$ cat src/verilog/stsc_pkg.sv
/*
 * Constants for the status tail and pin control register bank.
 * Assumes a 32-bit Avalon-MM slave, word addressed by byte offset.
 */
// How it works
// - Master-active flag clears when master disable set and nothing pending.
// - With disable set and flag clear, no new master requests are issued.
// - Device reset request sets the device reset flag, bit 20.
// - Device reset flag clears only on a written one.
// - Reset-complete flag, bit 21, sets when a reset finishes.
// - Clock gating capable bit 31 comes from the nonvolatile store.
// - Loadable bits use store values only when signature equals 01b.
// - Two-wire enable bit 1 routes pins 0 and 2 to two-wire engine.
// - Pin 2 as input with bit 2 set and two-wire off feeds input event detection.
// - Pin 3 as input with bit 3 set feeds input event detection.
// - Input pins return their live level on data bit reads.
// - Pin data reset values come from store when valid, else zero.
// - Status bits 30:22 read as zero.
// - Direction bit one means output; only power-on or writes change it.
`default_nettype none
package stsc_pkg;
    localparam logic [7:0] STSC_OFS_EXT_CTRL = 8'h18;
    localparam logic [7:0] STSC_OFS_STATUS   = 8'h08;
    localparam int STSC_BIT_MASTER_ACT = 19;
    localparam int STSC_BIT_DEV_RST    = 20;
    localparam int STSC_BIT_RST_DONE   = 21;
    localparam int STSC_BIT_GATING     = 31;
    localparam int STSC_BIT_TWO_WIRE   = 1;
    localparam int STSC_BIT_P2_IRQ     = 2;
    localparam int STSC_BIT_P3_IRQ     = 3;
    localparam int STSC_BIT_P2_DATA    = 6;
    localparam int STSC_BIT_P3_DATA    = 7;
    localparam int STSC_BIT_P2_DIR     = 10;
    localparam int STSC_BIT_P3_DIR     = 11;
    localparam logic [1:0] STSC_SIG_VALID = 2'h1;
    localparam logic STSC_RST_MASTER_ACT = 1'h1;
    localparam logic STSC_RST_DEV_RST    = 1'h0;
    localparam logic STSC_RST_RST_DONE   = 1'h1;
    localparam logic STSC_RST_DEFAULT    = 1'h0;
    localparam logic [31:0] STSC_DEAD_READ = 32'h0000_0000;
endpackage
`default_nettype wire

$ cat src/verilog/stsc_top.sv
/*
 * Status tail and extended control bank: master-active, reset flags,
 * two-wire pin routing, pin 2/3 data and interrupt detect.
 * Assumes an Avalon-MM master, a power-on reset separate from reset_i,
 * and store values stable when reset_i releases.
 */
// Decided for this implementation: the Avalon-MM register port.
`default_nettype none
module stsc_top
    import stsc_pkg::*;
(
    // Clock, resets
    input  wire logic        clk_i,
    input  wire logic        reset_i,
    input  wire logic        por_i,
    // Avalon-MM slave
    input  wire logic [7:0]  avs_address_i,
    input  wire logic        avs_read_i,
    input  wire logic        avs_write_i,
    input  wire logic [31:0] avs_writedata_i,
    input  wire logic [3:0]  avs_byteenable_i,
    output var  logic [31:0] avs_readdata_o,
    output var  logic        avs_waitrequest_o,
    // Device control side
    input  wire logic        bus_master_disable_i,
    input  wire logic        master_pending_i,
    input  wire logic        master_want_i,
    output var  logic        master_grant_o,
    input  wire logic        device_reset_request_i,
    input  wire logic        reset_finished_i,
    // Nonvolatile store values
    input  wire logic [1:0]  nv_signature_i,
    input  wire logic        nv_gating_i,
    input  wire logic        nv_two_wire_i,
    input  wire logic        nv_pin2_value_i,
    input  wire logic        nv_pin3_value_i,
    input  wire logic        nv_pin2_dir_i,
    input  wire logic        nv_pin3_dir_i,
    // Two-wire engine
    input  wire logic        tw_clk_oe_n_i,
    input  wire logic        tw_data_oe_n_i,
    output var  logic        tw_data_in_o,
    // Pins 0, 2, 3
    input  wire logic        sw_pin_0_i,
    input  wire logic        sw_pin_2_i,
    input  wire logic        sw_pin_3_i,
    output var  logic        sw_pin_0_o,
    output var  logic        sw_pin_0_oe_n_o,
    output var  logic        sw_pin_2_o,
    output var  logic        sw_pin_2_oe_n_o,
    output var  logic        sw_pin_3_o,
    output var  logic        sw_pin_3_oe_n_o,
    // Input event detect
    output var  logic        general_input_event_o
);
    typedef struct packed {
        logic        master_active;
        logic        grant;
        logic        dev_rst_flag;
        logic        rst_done;
        logic        gating;
        logic        two_wire_en;
        logic        p2_irq_en;
        logic        p3_irq_en;
        logic        p2_value;
        logic        p3_value;
        logic        p2_dir;
        logic        p3_dir;
        logic        p2_last;
        logic        p3_last;
        logic        gpi_evt;
        logic        ack;
        logic [31:0] rdata;
        logic        p0_o;
        logic        p0_oe_n;
        logic        p2_o;
        logic        p2_oe_n;
        logic        p3_o;
        logic        p3_oe_n;
        logic        tw_in;
        logic        rst_seen;
    } stsc_state_type;

    stsc_state_type st;
    stsc_state_type next_st;
    logic [2:0] pins_s;
    logic       nv_ok;
    logic [31:0] status_word;
    logic [31:0] ctrl_word;
    logic       wr_stat;
    logic       wr_ctrl;

    // Pin levels into clock domain
    stsc_sync #(.W(3)) u_sync (
        .clk_i   (clk_i),
        .reset_i (reset_i),
        .async_i ({sw_pin_3_i, sw_pin_2_i, sw_pin_0_i}),
        .sync_o  (pins_s)
    );

    assign nv_ok = (nv_signature_i == STSC_SIG_VALID);

    // Read images of both registers
    always_comb begin
        status_word = 32'h0000_0000;                  // 30:22 stay zero
        status_word[STSC_BIT_MASTER_ACT] = st.master_active;
        status_word[STSC_BIT_DEV_RST]    = st.dev_rst_flag;
        status_word[STSC_BIT_RST_DONE]   = st.rst_done;
        status_word[STSC_BIT_GATING]     = st.gating;
        ctrl_word = 32'h0000_0000;
        ctrl_word[STSC_BIT_TWO_WIRE] = st.two_wire_en;
        ctrl_word[STSC_BIT_P2_IRQ]   = st.p2_irq_en;
        ctrl_word[STSC_BIT_P3_IRQ]   = st.p3_irq_en;
        // Inputs read live level, outputs the stored bit
        ctrl_word[STSC_BIT_P2_DATA]  = st.p2_dir ? st.p2_value : pins_s[1];
        ctrl_word[STSC_BIT_P3_DATA]  = st.p3_dir ? st.p3_value : pins_s[2];
        ctrl_word[STSC_BIT_P2_DIR]   = st.p2_dir;
        ctrl_word[STSC_BIT_P3_DIR]   = st.p3_dir;
    end

    // Writes take effect on the accepting edge only, the one showing waitrequest low,
    // so a master that drops its request before that edge commits nothing
    assign wr_stat = avs_write_i && st.ack && avs_address_i == STSC_OFS_STATUS;
    assign wr_ctrl = avs_write_i && st.ack && avs_address_i == STSC_OFS_EXT_CTRL;

    // Next-state logic
    always_comb begin
        next_st = st;
        // One wait cycle, then acknowledge
        next_st.ack = (avs_read_i || avs_write_i) && !st.ack;
        if (avs_read_i && !st.ack) begin
            case (avs_address_i)
                STSC_OFS_STATUS:   next_st.rdata = status_word;
                STSC_OFS_EXT_CTRL: next_st.rdata = ctrl_word;
                default:           next_st.rdata = STSC_DEAD_READ;
            endcase
        end
        // Quiescence tracking
        next_st.master_active = !(bus_master_disable_i && !master_pending_i);
        // Gate new requests while quiesced
        next_st.grant = master_want_i &&
                        !(bus_master_disable_i && !st.master_active);
        // W1C, the set wins over the clear
        if (wr_stat && avs_byteenable_i[2] && avs_writedata_i[STSC_BIT_DEV_RST])
            next_st.dev_rst_flag = 1'b0;
        if (device_reset_request_i)
            next_st.dev_rst_flag = 1'b1;
        // Reset complete; cleared while a new device reset runs
        if (device_reset_request_i)
            next_st.rst_done = 1'b0;
        if (reset_finished_i)
            next_st.rst_done = 1'b1;
        // Store values caught once after reset release
        if (!st.rst_seen) begin
            next_st.rst_seen    = 1'b1;
            next_st.gating      = nv_ok ? nv_gating_i : STSC_RST_DEFAULT;
            next_st.two_wire_en = nv_ok ? nv_two_wire_i : STSC_RST_DEFAULT;
            next_st.p2_value    = nv_ok ? nv_pin2_value_i : STSC_RST_DEFAULT;
            next_st.p3_value    = nv_ok ? nv_pin3_value_i : STSC_RST_DEFAULT;
        end
        if (wr_ctrl && avs_byteenable_i[0]) begin
            next_st.two_wire_en = avs_writedata_i[STSC_BIT_TWO_WIRE];
            next_st.p2_irq_en   = avs_writedata_i[STSC_BIT_P2_IRQ];
            next_st.p3_irq_en   = avs_writedata_i[STSC_BIT_P3_IRQ];
            next_st.p2_value    = avs_writedata_i[STSC_BIT_P2_DATA];
            next_st.p3_value    = avs_writedata_i[STSC_BIT_P3_DATA];
        end
        // Direction bits only by write here; por handled in the ff
        if (wr_ctrl && avs_byteenable_i[1]) begin
            next_st.p2_dir = avs_writedata_i[STSC_BIT_P2_DIR];
            next_st.p3_dir = avs_writedata_i[STSC_BIT_P3_DIR];
        end
        // Edge detect on enabled input pins
        next_st.p2_last = pins_s[1];
        next_st.p3_last = pins_s[2];
        next_st.gpi_evt =
            (!st.p2_dir && st.p2_irq_en && !st.two_wire_en && pins_s[1] != st.p2_last) ||
            (!st.p3_dir && st.p3_irq_en && pins_s[2] != st.p3_last);
        // Pin drivers; two-wire mode is open drain
        if (st.two_wire_en) begin
            next_st.p0_o    = 1'b0;
            next_st.p0_oe_n = tw_clk_oe_n_i;
            next_st.p2_o    = 1'b0;
            next_st.p2_oe_n = tw_data_oe_n_i;
        end else begin
            next_st.p0_o    = 1'b0;
            next_st.p0_oe_n = 1'b1;
            next_st.p2_o    = st.p2_value;
            next_st.p2_oe_n = !st.p2_dir;
        end
        next_st.p3_o    = st.p3_value;
        next_st.p3_oe_n = !st.p3_dir;
        next_st.tw_in   = pins_s[1];
    end

    // State register; direction survives reset_i, only power-on resets it
    always_ff @(posedge clk_i) begin
        if (reset_i) begin
            st               <= '0;
            st.master_active <= STSC_RST_MASTER_ACT;
            st.dev_rst_flag  <= STSC_RST_DEV_RST;
            st.rst_done      <= STSC_RST_RST_DONE;
            st.p0_oe_n       <= 1'b1;
            st.p2_oe_n       <= 1'b1;
            st.p3_oe_n       <= 1'b1;
            // Software reset leaves directions alone
            st.p2_dir        <= st.p2_dir;
            st.p3_dir        <= st.p3_dir;
            // Power-on takes the store's directions when its signature holds
            if (por_i) begin
                st.p2_dir <= nv_ok ? nv_pin2_dir_i : STSC_RST_DEFAULT;
                st.p3_dir <= nv_ok ? nv_pin3_dir_i : STSC_RST_DEFAULT;
            end
        end else if (por_i) begin
            st.p2_dir <= nv_ok ? nv_pin2_dir_i : STSC_RST_DEFAULT;
            st.p3_dir <= nv_ok ? nv_pin3_dir_i : STSC_RST_DEFAULT;
        end else begin
            st <= next_st;
        end
    end

    assign avs_readdata_o        = st.rdata;
    assign avs_waitrequest_o     = !st.ack;
    assign master_grant_o        = st.grant;
    assign tw_data_in_o          = st.tw_in;
    assign sw_pin_0_o            = st.p0_o;
    assign sw_pin_0_oe_n_o       = st.p0_oe_n;
    assign sw_pin_2_o            = st.p2_o;
    assign sw_pin_2_oe_n_o       = st.p2_oe_n;
    assign sw_pin_3_o            = st.p3_o;
    assign sw_pin_3_oe_n_o       = st.p3_oe_n;
    assign general_input_event_o = st.gpi_evt;

    // Checks
    property p_quiesce;
        @(posedge clk_i) disable iff (reset_i || por_i)
        (bus_master_disable_i && !master_pending_i) |=> !st.master_active;
    endproperty
    a_quiesce: assert property (p_quiesce) else $error("master flag not cleared");
    property p_no_grant;
        @(posedge clk_i) disable iff (reset_i || por_i)
        (bus_master_disable_i && !st.master_active) |=> !st.grant;
    endproperty
    a_no_grant: assert property (p_no_grant) else $error("grant while quiesced");
    property p_dev_set;
        @(posedge clk_i) disable iff (reset_i || por_i)
        device_reset_request_i |=> st.dev_rst_flag;
    endproperty
    a_dev_set: assert property (p_dev_set) else $error("device reset flag missed");
    property p_dev_hold;
        @(posedge clk_i) disable iff (reset_i || por_i)
        (st.dev_rst_flag && !wr_stat) |=> st.dev_rst_flag;
    endproperty
    a_dev_hold: assert property (p_dev_hold) else $error("flag lost without write");
    property p_done;
        @(posedge clk_i) disable iff (reset_i || por_i)
        reset_finished_i |=> st.rst_done;
    endproperty
    a_done: assert property (p_done) else $error("reset done not set");
    // Check the bus word itself, not the image that builds it
    property p_rsvd;
        @(posedge clk_i) disable iff (reset_i || por_i)
        (!avs_waitrequest_o && avs_address_i == STSC_OFS_STATUS) |->
            avs_readdata_o[30:22] == 9'h000;
    endproperty
    a_rsvd: assert property (p_rsvd) else $error("reserved bits nonzero");
    property p_drive3;
        @(posedge clk_i) disable iff (reset_i || por_i)
        (st.p3_dir && $stable(st.p3_dir)) |=> (!sw_pin_3_oe_n_o && sw_pin_3_o == $past(st.p3_value));
    endproperty
    a_drive3: assert property (p_drive3) else $error("pin 3 not driven");
    property p_tw;
        @(posedge clk_i) disable iff (reset_i || por_i)
        (st.two_wire_en && st.rst_seen) |=> (sw_pin_0_oe_n_o == $past(tw_clk_oe_n_i));
    endproperty
    a_tw: assert property (p_tw) else $error("pin 0 not on two-wire");
    // Live read lags the pin by the two sync stages; skipped while they refill
    property p_live;
        @(posedge clk_i) disable iff (reset_i || por_i)
        (!st.p2_dir && !$past(reset_i) && !$past(reset_i, 2)) |->
            ctrl_word[STSC_BIT_P2_DATA] == $past(sw_pin_2_i, 2);
    endproperty
    a_live: assert property (p_live) else $error("input read not live");
    // A qualified edge on an enabled input always raises the event
    property p_evt2;
        @(posedge clk_i) disable iff (reset_i || por_i)
        (!st.p2_dir && st.p2_irq_en && !st.two_wire_en && pins_s[1] != st.p2_last)
            |=> general_input_event_o;
    endproperty
    a_evt2: assert property (p_evt2) else $error("pin 2 edge not reported");
    property p_evt3;
        @(posedge clk_i) disable iff (reset_i || por_i)
        (!st.p3_dir && st.p3_irq_en && pins_s[2] != st.p3_last) |=> general_input_event_o;
    endproperty
    a_evt3: assert property (p_evt3) else $error("pin 3 edge not reported");
    // Directions survive a software-only reset
    property p_dir_keep;
        @(posedge clk_i) (reset_i && !por_i) |=>
            (st.p2_dir == $past(st.p2_dir) && st.p3_dir == $past(st.p3_dir));
    endproperty
    a_dir_keep: assert property (p_dir_keep) else $error("direction lost");
    c_quiesce:  cover property (@(posedge clk_i) !st.master_active);
    c_w1c:      cover property (@(posedge clk_i) st.dev_rst_flag ##1 !st.dev_rst_flag);
    c_gpi:      cover property (@(posedge clk_i) general_input_event_o);
    c_dir_hold: cover property (@(posedge clk_i) reset_i && !por_i && st.p3_dir);
    c_tw_drive: cover property (@(posedge clk_i) st.two_wire_en && !sw_pin_0_oe_n_o);
endmodule
`default_nettype wire

$ cat src/verilog/stsc_sync.sv
/*
 * Two-flop synchronizer, one per bit, generate loop.
 * Assumes inputs are asynchronous to clk_i.
 */
`default_nettype none
module stsc_sync #(
    parameter int W = 3
) (
    // Clock and reset
    input  wire logic         clk_i,
    input  wire logic         reset_i,
    // Data
    input  wire logic [W-1:0] async_i,
    output var  logic [W-1:0] sync_o
);
    logic [W-1:0] meta;
    genvar g;
    // First stage read only by the second
    generate
        for (g = 0; g < W; g++) begin : g_bit
            always_ff @(posedge clk_i) begin
                if (reset_i) begin
                    meta[g]   <= 1'b0;
                    sync_o[g] <= 1'b0;
                end else begin
                    meta[g]   <= async_i[g];
                    sync_o[g] <= meta[g];
                end
            end
        end
    endgenerate
endmodule
`default_nettype wire

$ cat config.mk
export PLATFORM = sky130hd
export DESIGN_NAME = stsc_top
export DESIGN_NICKNAME = d
export VERILOG_FILES = /design/src/verilog/stsc_pkg.sv /design/src/verilog/stsc_top.sv /design/src/verilog/stsc_sync.sv
export SDC_FILE = /design/constraint.sdc
export NUM_CORES = 1
export LEC_CHECK = 0
export BUFFER_PORTS_ARGS = -buffer_cell sky130_fd_sc_hd__buf_2
export CORE_AREA = 4 4 63 79
export CTS_CLUSTER_SIZE = 40
export DETAILED_ROUTE_END_ITERATION = 12
export DIE_AREA = 0 0 67 83
export PLACE_DENSITY = 0.77
export REMOVE_ABC_BUFFERS = 1
export SLEW_MARGIN = 10
export SYNTH_ARGS = -nofsm -noshare
export SYNTH_HDL_FRONTEND = slang
export SYNTH_SLANG_ARGS = --single-unit
$ cat constraint.sdc
create_clock -name clk_i -period 1.7 [get_ports clk_i]
set_input_delay 0 -clock clk_i [delete_from_list [all_inputs] [get_ports clk_i]]
set_output_delay 0 -clock clk_i [all_outputs]
set_load 0.03 [all_outputs]
# Yosys cells after proc, flatten, opt, wreduce, memory -nomap -nowiden
# Index checks and enable logic that the tools add are counted.
dict set report totals {
  ff_bits 59
  word_cells 97
  out_inout_bits 42
  in_bits 67
}
dict set report classes {
  bitwise 2
  n_mux 23
  eq_ne 7
  n_reduce_logical 37
}
# operator count
set ops {}
lappend ops {{case mux 32 bit (2 select lines)} 1}
lappend ops {{2-to-1 mux 46 bit} 1}
lappend ops {{2-to-1 mux 44 bit} 1}
lappend ops {{2-to-1 mux 32 bit} 1}
lappend ops {{logical AND 1 bit} 17}
lappend ops {{AND reduction 2 bit} 7}
lappend ops {{2-to-1 mux 1 bit} 12}
lappend ops {{2-to-1 mux 2 bit} 5}
lappend ops {{== test 8 x 4 -> 1 bit, second input constant} 1}
lappend ops {{== test 8 x 5 -> 1 bit, second input constant} 1}
lappend ops {{logical NOT 1 bit} 8}
lappend ops {{nonzero test 2 bit} 3}
lappend ops {{2-to-1 mux 5 bit} 1}
lappend ops {{!= test 2 x 1 -> 1 bit, second input constant} 2}
lappend ops {{2-to-1 mux 3 bit} 1}
lappend ops {{== test 2 x 1 -> 1 bit, second input constant} 1}
lappend ops {{logical OR 1 bit} 2}
lappend ops {{!= test 1 bit} 2}
lappend ops {{inverter 1 bit} 2}

# Depth between registers and ports, before layout
# Gate-level depths: netlist of the first run.
dict set report logic_depth {
  word_depth 7
  depth_mapped 5
  ltp_nobuf 4
}

# Cells and area by module
# From an unflattened synthesis of the first run, not the netlist that was laid out.
dict set report unflattened {
  hier_cells 194
  area_unflattened_um2 1790.5
}
# module seq_area_each_um2 n_inst area_per_inst_um2 cells_each
set by_module_without_submodules {}
lappend by_module_without_submodules {stsc_top 680.7 1 1632.8 182}
lappend by_module_without_submodules {stsc_sync 120.1 1 157.7 12}

# Worst setup path before layout of the first run
# OpenSTA, ideal clock, no wires.
dict set report synth_path {
  path_type {input -> register}
  startpoint {input port avs_address_i[1]}
  endpoint {register st (netlist bit next_st[3])}
  arrival_time_ns 1.321
  t_required_ns 1.564
  path_stages 5
  setup_ns 0.136
  n_path_buf 1
  path_slack_ns 0.243
  path_cell_list {or4b_1 buf_2 nor4_4 mux2i_1 a211oi_1}
}
dict set report synth_between {
  elab_chain_len 5
  word_cells_on_any_way 6
  cone_classes {eq/ne: 2; mux: 1; reduce/logical: 3}
}
# element line
set synth_lines {}
lappend synth_lines {{from (decl)} stsc_top.sv:17} ;# input wire logic [7:0] avs_address_i,
lappend synth_lines {{== test 8 x 5 -> 1 bit *} stsc_top.sv:124} ;# assign wr_ctrl = avs_write_i && st.ack && avs_address_i == STSC_OFS_EXT_CTRL;
lappend synth_lines {{logical AND 1 bit *} stsc_top.sv:124}
lappend synth_lines {{logical AND 1 bit *} stsc_top.sv:161} ;# if (wr_ctrl && avs_byteenable_i[0]) begin
lappend synth_lines {{!= test 2 x 1 -> 1 bit (no source line)} --}
lappend synth_lines {{AND reduction 2 bit (no source line)} --}
lappend synth_lines {{to (signal assigned)} stsc_top.sv:218} ;# st <= next_st;
lappend synth_lines {{to (decl)} stsc_top.sv:84} ;# stsc_state_type st;
# Every way passes the cells marked *; elsewhere a longest branch is shown, timed or not.
# A chain may end at the register's enable or synchronous reset.

# Final worst setup path of the first run
dict set report layout_path {
  startpoint {register st[40] in the netlist's numbering}
  endpoint {register st (netlist bit avs_readdata_o[21])}
}
dict set report layout_between {
  elab_chain_len 3
}
# element line
set layout_lines {}
lappend layout_lines {{logical NOT 1 bit} stsc_top.sv:131} ;# if (avs_read_i && !st.ack) begin
lappend layout_lines {{logical AND 1 bit} stsc_top.sv:131}
lappend layout_lines {{AND reduction 2 bit (no source line)} --}
# Every way passes these cells.

==> results of run 1 <==
[how the worst min path moves through the flow]
stage | start | to | slack (ns)
3_5_place_dp | sw_pin_3_i | u_sync.meta[2] | 0.22
3_3_place_gp | sw_pin_2_i | u_sync.meta[1] | 0.21
4_1_cts | nv_pin2_dir_i | ctrl_word[10] | 0.007
2_1_floorplan | reset_i | master_grant_o | 0.07
6_report | tw_data_oe_n_i | sw_pin_2_oe_n_o | 0.01
5_1_grt | nv_pin2_dir_i | ctrl_word[10] | 0.02
[area by class of cell]
cell class | count | area share, %
Clock buffer | 8 | 4.09
Inverter | 6 | 1.02
Multi-Input combinational cell | 125 | 34.1
Sequential cell | 37 | 34.5
Tap cell | 58 | 3.29
Timing Repair Buffer | 83 | 22.9
[stage by stage]
stage,hold slack [ns],area [um2]
after global placement,0.208,1980
final,0.0112,2200
after detailed placement,0.221,1980
after floorplan,0.0691,1540
after global routing,0.0182,2200
after CTS,0.00662,2200
[state kept, by name, summed over array words and instances, names as in the netlist]
register,cells
avs_readdata_o,11
st,8
ctrl_word,5
u_sync.meta,2
u_sync.sync_o,2
general_input_event_o,1
master_grant_o,1
next_st,1
sw_pin_0_oe_n_o,1
sw_pin_2_o,1
sw_pin_2_oe_n_o,1
sw_pin_3_o,1
sw_pin_3_oe_n_o,1
tw_data_in_o,1
[kinds of logic after synthesis]
| logic type | after synthesis | synth area share [%] |
|---|---|---|
| multiplexers | 11 | 6.47 |
| other | 1 | 0.216 |
| buffers and inverters | 48 | 17.6 |
| AND/OR/NAND/NOR | 56 | 17.1 |
| XOR/XNOR | 2 | 1.01 |
| AO/OA/AOI/OAI | 34 | 13.9 |
| flip-flops | 37 | 43.7 |
[repair_timing]
item / 4_1_cts / 5_1_grt
endpoints found under the hold margin: 13 / 0
hold buffers: 13 / 0
resized for setup: 0 / 0
[power groups by stage]
| stage | clock network [W] | registers [W] | logic (W) |
|---|---|---|---|
| after floorplan | 0 | 0.000959 | 0.000145 |
| after global placement | 0 | 0.000947 | 0.000260 |
| after detailed placement | 0 | 0.000948 | 0.000263 |
| after CTS | 0.000634 | 0.000928 | 0.000287 |
| after global routing | 0.000680 | 0.000932 | 0.000310 |
| final | 0.000618 | 0.000928 | 0.000286 |
[synthesized netlist by cell type, types with 2 or more instances]
| cell type | number | area (um2) |
|---|---|---|
| sky130_fd_sc_hd__dfxtp_1 | 35 | 701 |
| sky130_fd_sc_hd__buf_4 | 33 | 248 |
| sky130_fd_sc_hd__nor2_1 | 24 | 90.1 |
| sky130_fd_sc_hd__a22oi_1 | 11 | 82.6 |
| sky130_fd_sc_hd__mux2i_1 | 9 | 90.1 |
| sky130_fd_sc_hd__clkbuf_1 | 8 | 30.0 |
| sky130_fd_sc_hd__nand2_1 | 8 | 30.0 |
| sky130_fd_sc_hd__inv_1 | 6 | 22.5 |
| sky130_fd_sc_hd__nor2b_1 | 6 | 37.5 |
| sky130_fd_sc_hd__a21oi_1 | 5 | 25.0 |
| sky130_fd_sc_hd__a211oi_1 | 4 | 30.0 |
| sky130_fd_sc_hd__o21ai_0 | 4 | 20.0 |
| sky130_fd_sc_hd__or2_2 | 3 | 18.8 |
| sky130_fd_sc_hd__a22o_1 | 2 | 17.5 |
| sky130_fd_sc_hd__edfxtp_1 | 2 | 60.1 |
| sky130_fd_sc_hd__mux2_2 | 2 | 22.5 |
| sky130_fd_sc_hd__nor3_1 | 2 | 10.0 |
| sky130_fd_sc_hd__nor3b_1 | 2 | 15.0 |
| sky130_fd_sc_hd__nor4_1 | 2 | 12.5 |
| sky130_fd_sc_hd__o211ai_1 | 2 | 15.0 |
| sky130_fd_sc_hd__xor2_1 | 2 | 17.5 |
[critical path: stages, from the launching register on]
cell and delay (ns):
sky130_fd_sc_hd__dfxtp_1 0.33, sky130_fd_sc_hd__or3b_2 0.55, sky130_fd_sc_hd__nor4_1 0.23, sky130_fd_sc_hd__buf_4 0.19, sky130_fd_sc_hd__a22oi_1 0.06, sky130_fd_sc_hd__nor2_1 0.08
[per-layer routing]
metal,track usage (%),vias up
met5,0,-
met4,6.09,0
met3,4.60,4
met2,24.6,58
met1,16.6,660
li1,-,731
==> reports/metrics.cfg, run 1 <==
[finish]
layout_common_cells = sky130_fd_sc_hd__buf_2 (60), sky130_fd_sc_hd__dfxtp_1 (35), sky130_fd_sc_hd__nor2_1 (24)
final_util_pct = 51.4
areaGrowthSynthToFinish_pct = 26.7
finalNetCount = 325
multi_input_gate_area_in_the_final_layout_um2 = 752
layout_commonest_cell = sky130_fd_sc_hd__buf_2
layoutNonFillerInstCount = 317
drive_above_1_share_pct = 32.8
seqCellArea_um2 = 761
layout.filler_cells = 419
ant_diodes = 0

[floorplanning]
core_region_area_um2 = 4290
vertical_die_dimension_um = 83
die_area_um2 = 5560
rows = 27
ports = 109
overall_die_width_um = 67
effective_utilization_at_floorplan_pct = 40.5

[route]
detail_route.first_pass.iterations = 4
routed_wl_mm = 3.97
detail-route-antenna-nets = 0
maxUsedRoutingLayer = met4
wirelength_met1_mm = 1.59
met2_length_mm = 1.93
routed_vias_inst = 4.58
num_vias = 1453
post_drt_wl_per_cell_um = 12.5
dr.first_iter.drc_count = 46
met3_wire_len_um = 381
drc = 0

[worst_setup_path]
r2r_cells = 5
cp-startpoint = st[40]
cp.arrival_ns = 1.74
critPathMaxFanout = 7
worstSetupEndpointType = register
regToRegEndpoint = avs_readdata_o[21]
critPathLaunchType = register
cp-endpoint = avs_readdata_o[21]
rr_startpoint = st[40]
timing.reg2reg.setup_slack_ns = 0.19
timing.setup.critical_path_class = reg -> reg
worst_ep_required_time_ns = 1.92

[synth]
netlist_area_um2 = 1740
portion_of_the_post_synthesis_area_used_by_sequential_elements_pct = 43.7
syn_avg_cell_area_um2 = 9.20
postSynth.asyncResetShare_pct = 0
synth_cell_type_count = 38
synth_warnings = 0
synth_edf_count = 2
synthesized_netlist_cell_count = 189
synth_seq_cells = 37
commonest_register_cell_after_synthesis = sky130_fd_sc_hd__dfxtp_1

[global_route]
grt_start_max_net_pins = 25
grt_pass1_vias = 1355
grt_pass1_wl_mm = 6.21
grt_antenna_before_repair = 0
track_usage_pct = 14.6
grt_remaining_overflow = 0

[pwr]
power_frac_comb_pct = 15.6
power.ir.vdd_worst_v = 0.000505
areal_power_density_over_the_cells_nw_per_um2 = 832
switching_power_as_a_share_of_total_power_pct = 26.5
seq_power_share_pct = 50.7
netsw_w = 0.000485
overall_power_consumption_w = 0.00183
clockPowerShare_pct = 33.7
power_report.internal_total_w = 0.00135
leakage_nw = 1.02

[timing]
finalHoldViolations = 0
final.min_clock_period_ns = 1.51
fmax_mhz = 661
maxSlewViolCount = 0
setup_tns_ns = 0
final_period_utilization_pct = 89.0
report.final.setup_viol = 0
setup_ws_ns = 0.187
clock-skew-final_ns = 0.00124
rsz0062_at_grt = no

[clocking]
cts.sinks = 37
post_cts.repair.setup_buffers = 0
cts_max_path_buffers = 2
cts_made_buffers = 5
tritoncts = done
ctsHtreeMaxLevel = 2
path_clk_slew_ns = 0.07
ctsRootBufferMaster = sky130_fd_sc_hd__clkbuf_8
worstSkewPairLatency_ns = 0.28

[min_path]
number_of_stages_on_the_worst_hold_path = 3
min-delay-path-class = in -> reg

[placed_design]
numPortBuffers = 60
globalplace.congestion = 0.763
dp_slack_ns = 0.0678
place.detailed.instances = 296
dp_hpwl_mm = 3.01

[outcome]
run_status = completed

[flow_run]
timing.max_cap.violations = 0

Note: power is estimated with default switching activity, not from simulation.
==> run 2: changes to the inputs <==
MAX_ROUTING_LAYER = met4   (was unset)
==> reports/metrics.cfg, run 2 (same netlist as run 1, synthesis figures left out) <==
[worst_setup_path]
critical_path.slowest_cell = sky130_fd_sc_hd__or3b_2
slowest_stage_delay_cp_ns = 0.55
timing.reg2reg.setup_slack_ns = 0.19
timing.critical_path.cells = or3b_2, nor4_1, buf_4, a22oi_1, nor2_1
worstSetupEndpointType = register
timing.setup.critical_path_class = reg -> reg
critPathMaxFanout = 7
regToRegEndpoint = avs_readdata_o[21]
crit_family = simple AND/OR/NAND/NOR gates
cp.arrival_ns = 1.74
r2r_cells = 5
rr_startpoint = st[40]
crit_buf_inv = 1
worst_ep_required_time_ns = 1.92
critPathLaunchType = register

[global_route]
grt.busiest_layer = met2
grt_start_max_net_pins = 25
grt_pass1_wl_mm = 6.21
grt_pass1_vias = 1354
gr-usage-met3_pct = 4.19
grt_remaining_overflow = 0
track_usage_pct = 15.0
grt.met2_usage_pct = 24.6
grt_antenna_before_repair = 0
use_met1_pct = 16.9

[floorplanning]
overall_die_width_um = 67
effective_utilization_at_floorplan_pct = 40.5
core_region_area_um2 = 4290
die_area_um2 = 5560
vertical_die_dimension_um = 83
rows = 27
ports = 109

[route]
num_vias = 1454
dr.first_iter.drc_count = 41
routed_vias_inst = 4.59
post_drt_wl_per_cell_um = 12.5
detail_route.first_pass.iterations = 4
detail-route-antenna-nets = 0
drc = 0
routed_wl_mm = 3.98

[min_path]
number_of_stages_on_the_worst_hold_path = 3
worstHoldEndpoint = sw_pin_2_oe_n_o
start_point_of_the_worst_hold_path = tw_data_oe_n_i
min-delay-path-class = in -> reg

[timing]
final_period_utilization_pct = 88.9
finalHoldViolations = 0
clock-skew-final_ns = 0.00120
maxSlewViolCount = 0
rsz0062_at_grt = no
fmax_mhz = 661
final.min_clock_period_ns = 1.51
setup_tns_ns = 0
report.final.setup_viol = 0

[clocking]
ctsHtreeMaxLevel = 2
post_cts.repair.setup_buffers = 0
path_clk_slew_ns = 0.07
worstSkewPairLatency_ns = 0.28
ctsRootBufferMaster = sky130_fd_sc_hd__clkbuf_8
cts_max_path_buffers = 2
cts_made_buffers = 5
tritoncts = done
cts.sinks = 37

[finish]
layout_commonest_cell = sky130_fd_sc_hd__buf_2
finalNetCount = 325
postLayoutCellArea_um2 = 2200
ant_diodes = 0
areaGrowthSynthToFinish_pct = 26.7
drive_above_1_share_pct = 32.8
largest_register_ffs = 11
layout_common_cells = sky130_fd_sc_hd__buf_2 (60), sky130_fd_sc_hd__dfxtp_1 (35), sky130_fd_sc_hd__nor2_1 (24)
multi_input_gate_area_in_the_final_layout_um2 = 752
layout.filler_cells = 419
seqCellArea_um2 = 761

[placed_design]
dp_hpwl_mm = 3.01
numPortBuffers = 60
globalplace.congestion = 0.773
postPlaceCellArea_um2 = 1980

[outcome]
run_status = completed

[pwr]
areal_power_density_over_the_cells_nw_per_um2 = 832
leakage_nw = 1.02
power.ir.vdd_worst_v = 0.000510

[flow_run]
timing.max_cap.violations = 0

==> run 2: cell counts in the layout (fill, tap and decap cells not counted) <==
No cell type changed its count.
==> run 2: timing repair <==
item,CTS,global route
endpoints found under the hold margin,13,0
gates resized for setup,0,0
hold buffers,13,0
==> run 2: stage by stage <==
stage               total power (W)  util (%)  setup slack, ns  hold WS [ns]  instances
floorplan                   0.00110         -            0.172        0.0691        168
global placement            0.00121      46.2           0.0915         0.208        296
detailed placement          0.00121      46.2           0.0678         0.221        296
CTS                         0.00185      51.4            0.182       0.00662        317
global route                0.00192      51.4           0.0743        0.0182        317
finish                      0.00183      51.4            0.188       0.00888        317
==> run 2: worst max-delay path by stage <==
| stage | from | endpoint | slack [ns] | cells after the start |
|---|---|---|---|---|
| after global routing | st[40] | avs_readdata_o[19] | 0.07 | 5 |
| after detailed placement | avs_address_i[1] | next_st[3] | 0.07 | 7 |
| final | st[40] | avs_readdata_o[21] | 0.19 | 5 |
| after global placement | avs_address_i[1] | st[47] | 0.09 | 7 |
| after CTS | st[40] | avs_readdata_o[21] | 0.18 | 5 |
| after floorplan | st[40] | avs_readdata_o[19] | 0.17 | 4 |
==> run 2: area by class of cell <==
type,instances,share of cell area (%)
well taps,58,3.29
clock buffers,8,4.09
multi-input cells,125,34.1
inverters,6,1.02
flip-flops and latches,37,34.5
repair buffers,83,22.9
==> run 2: worst register-to-register path, stage by stage, from the launching register on <==
cell and delay (ns):
sky130_fd_sc_hd__dfxtp_1 0.33, sky130_fd_sc_hd__or3b_2 0.55, sky130_fd_sc_hd__nor4_1 0.24, sky130_fd_sc_hd__buf_4 0.19, sky130_fd_sc_hd__a22oi_1 0.06, sky130_fd_sc_hd__nor2_1 0.08
==> run 2: per-layer routing <==
layer	vias up	share of wire [%]	routed length, um
li1	733	-	-
met3	2	9.4	373
met4	0	1.2	48
met1	658	40	1590
met2	61	49	1960
met5	-	0	0
==> run 2: power by group <==
group / switching, W / internal, W
Sequential: 0.0000217 / 0.000906
Clock: 0.000289 / 0.000330
Combinational: 0.000175 / 0.000110
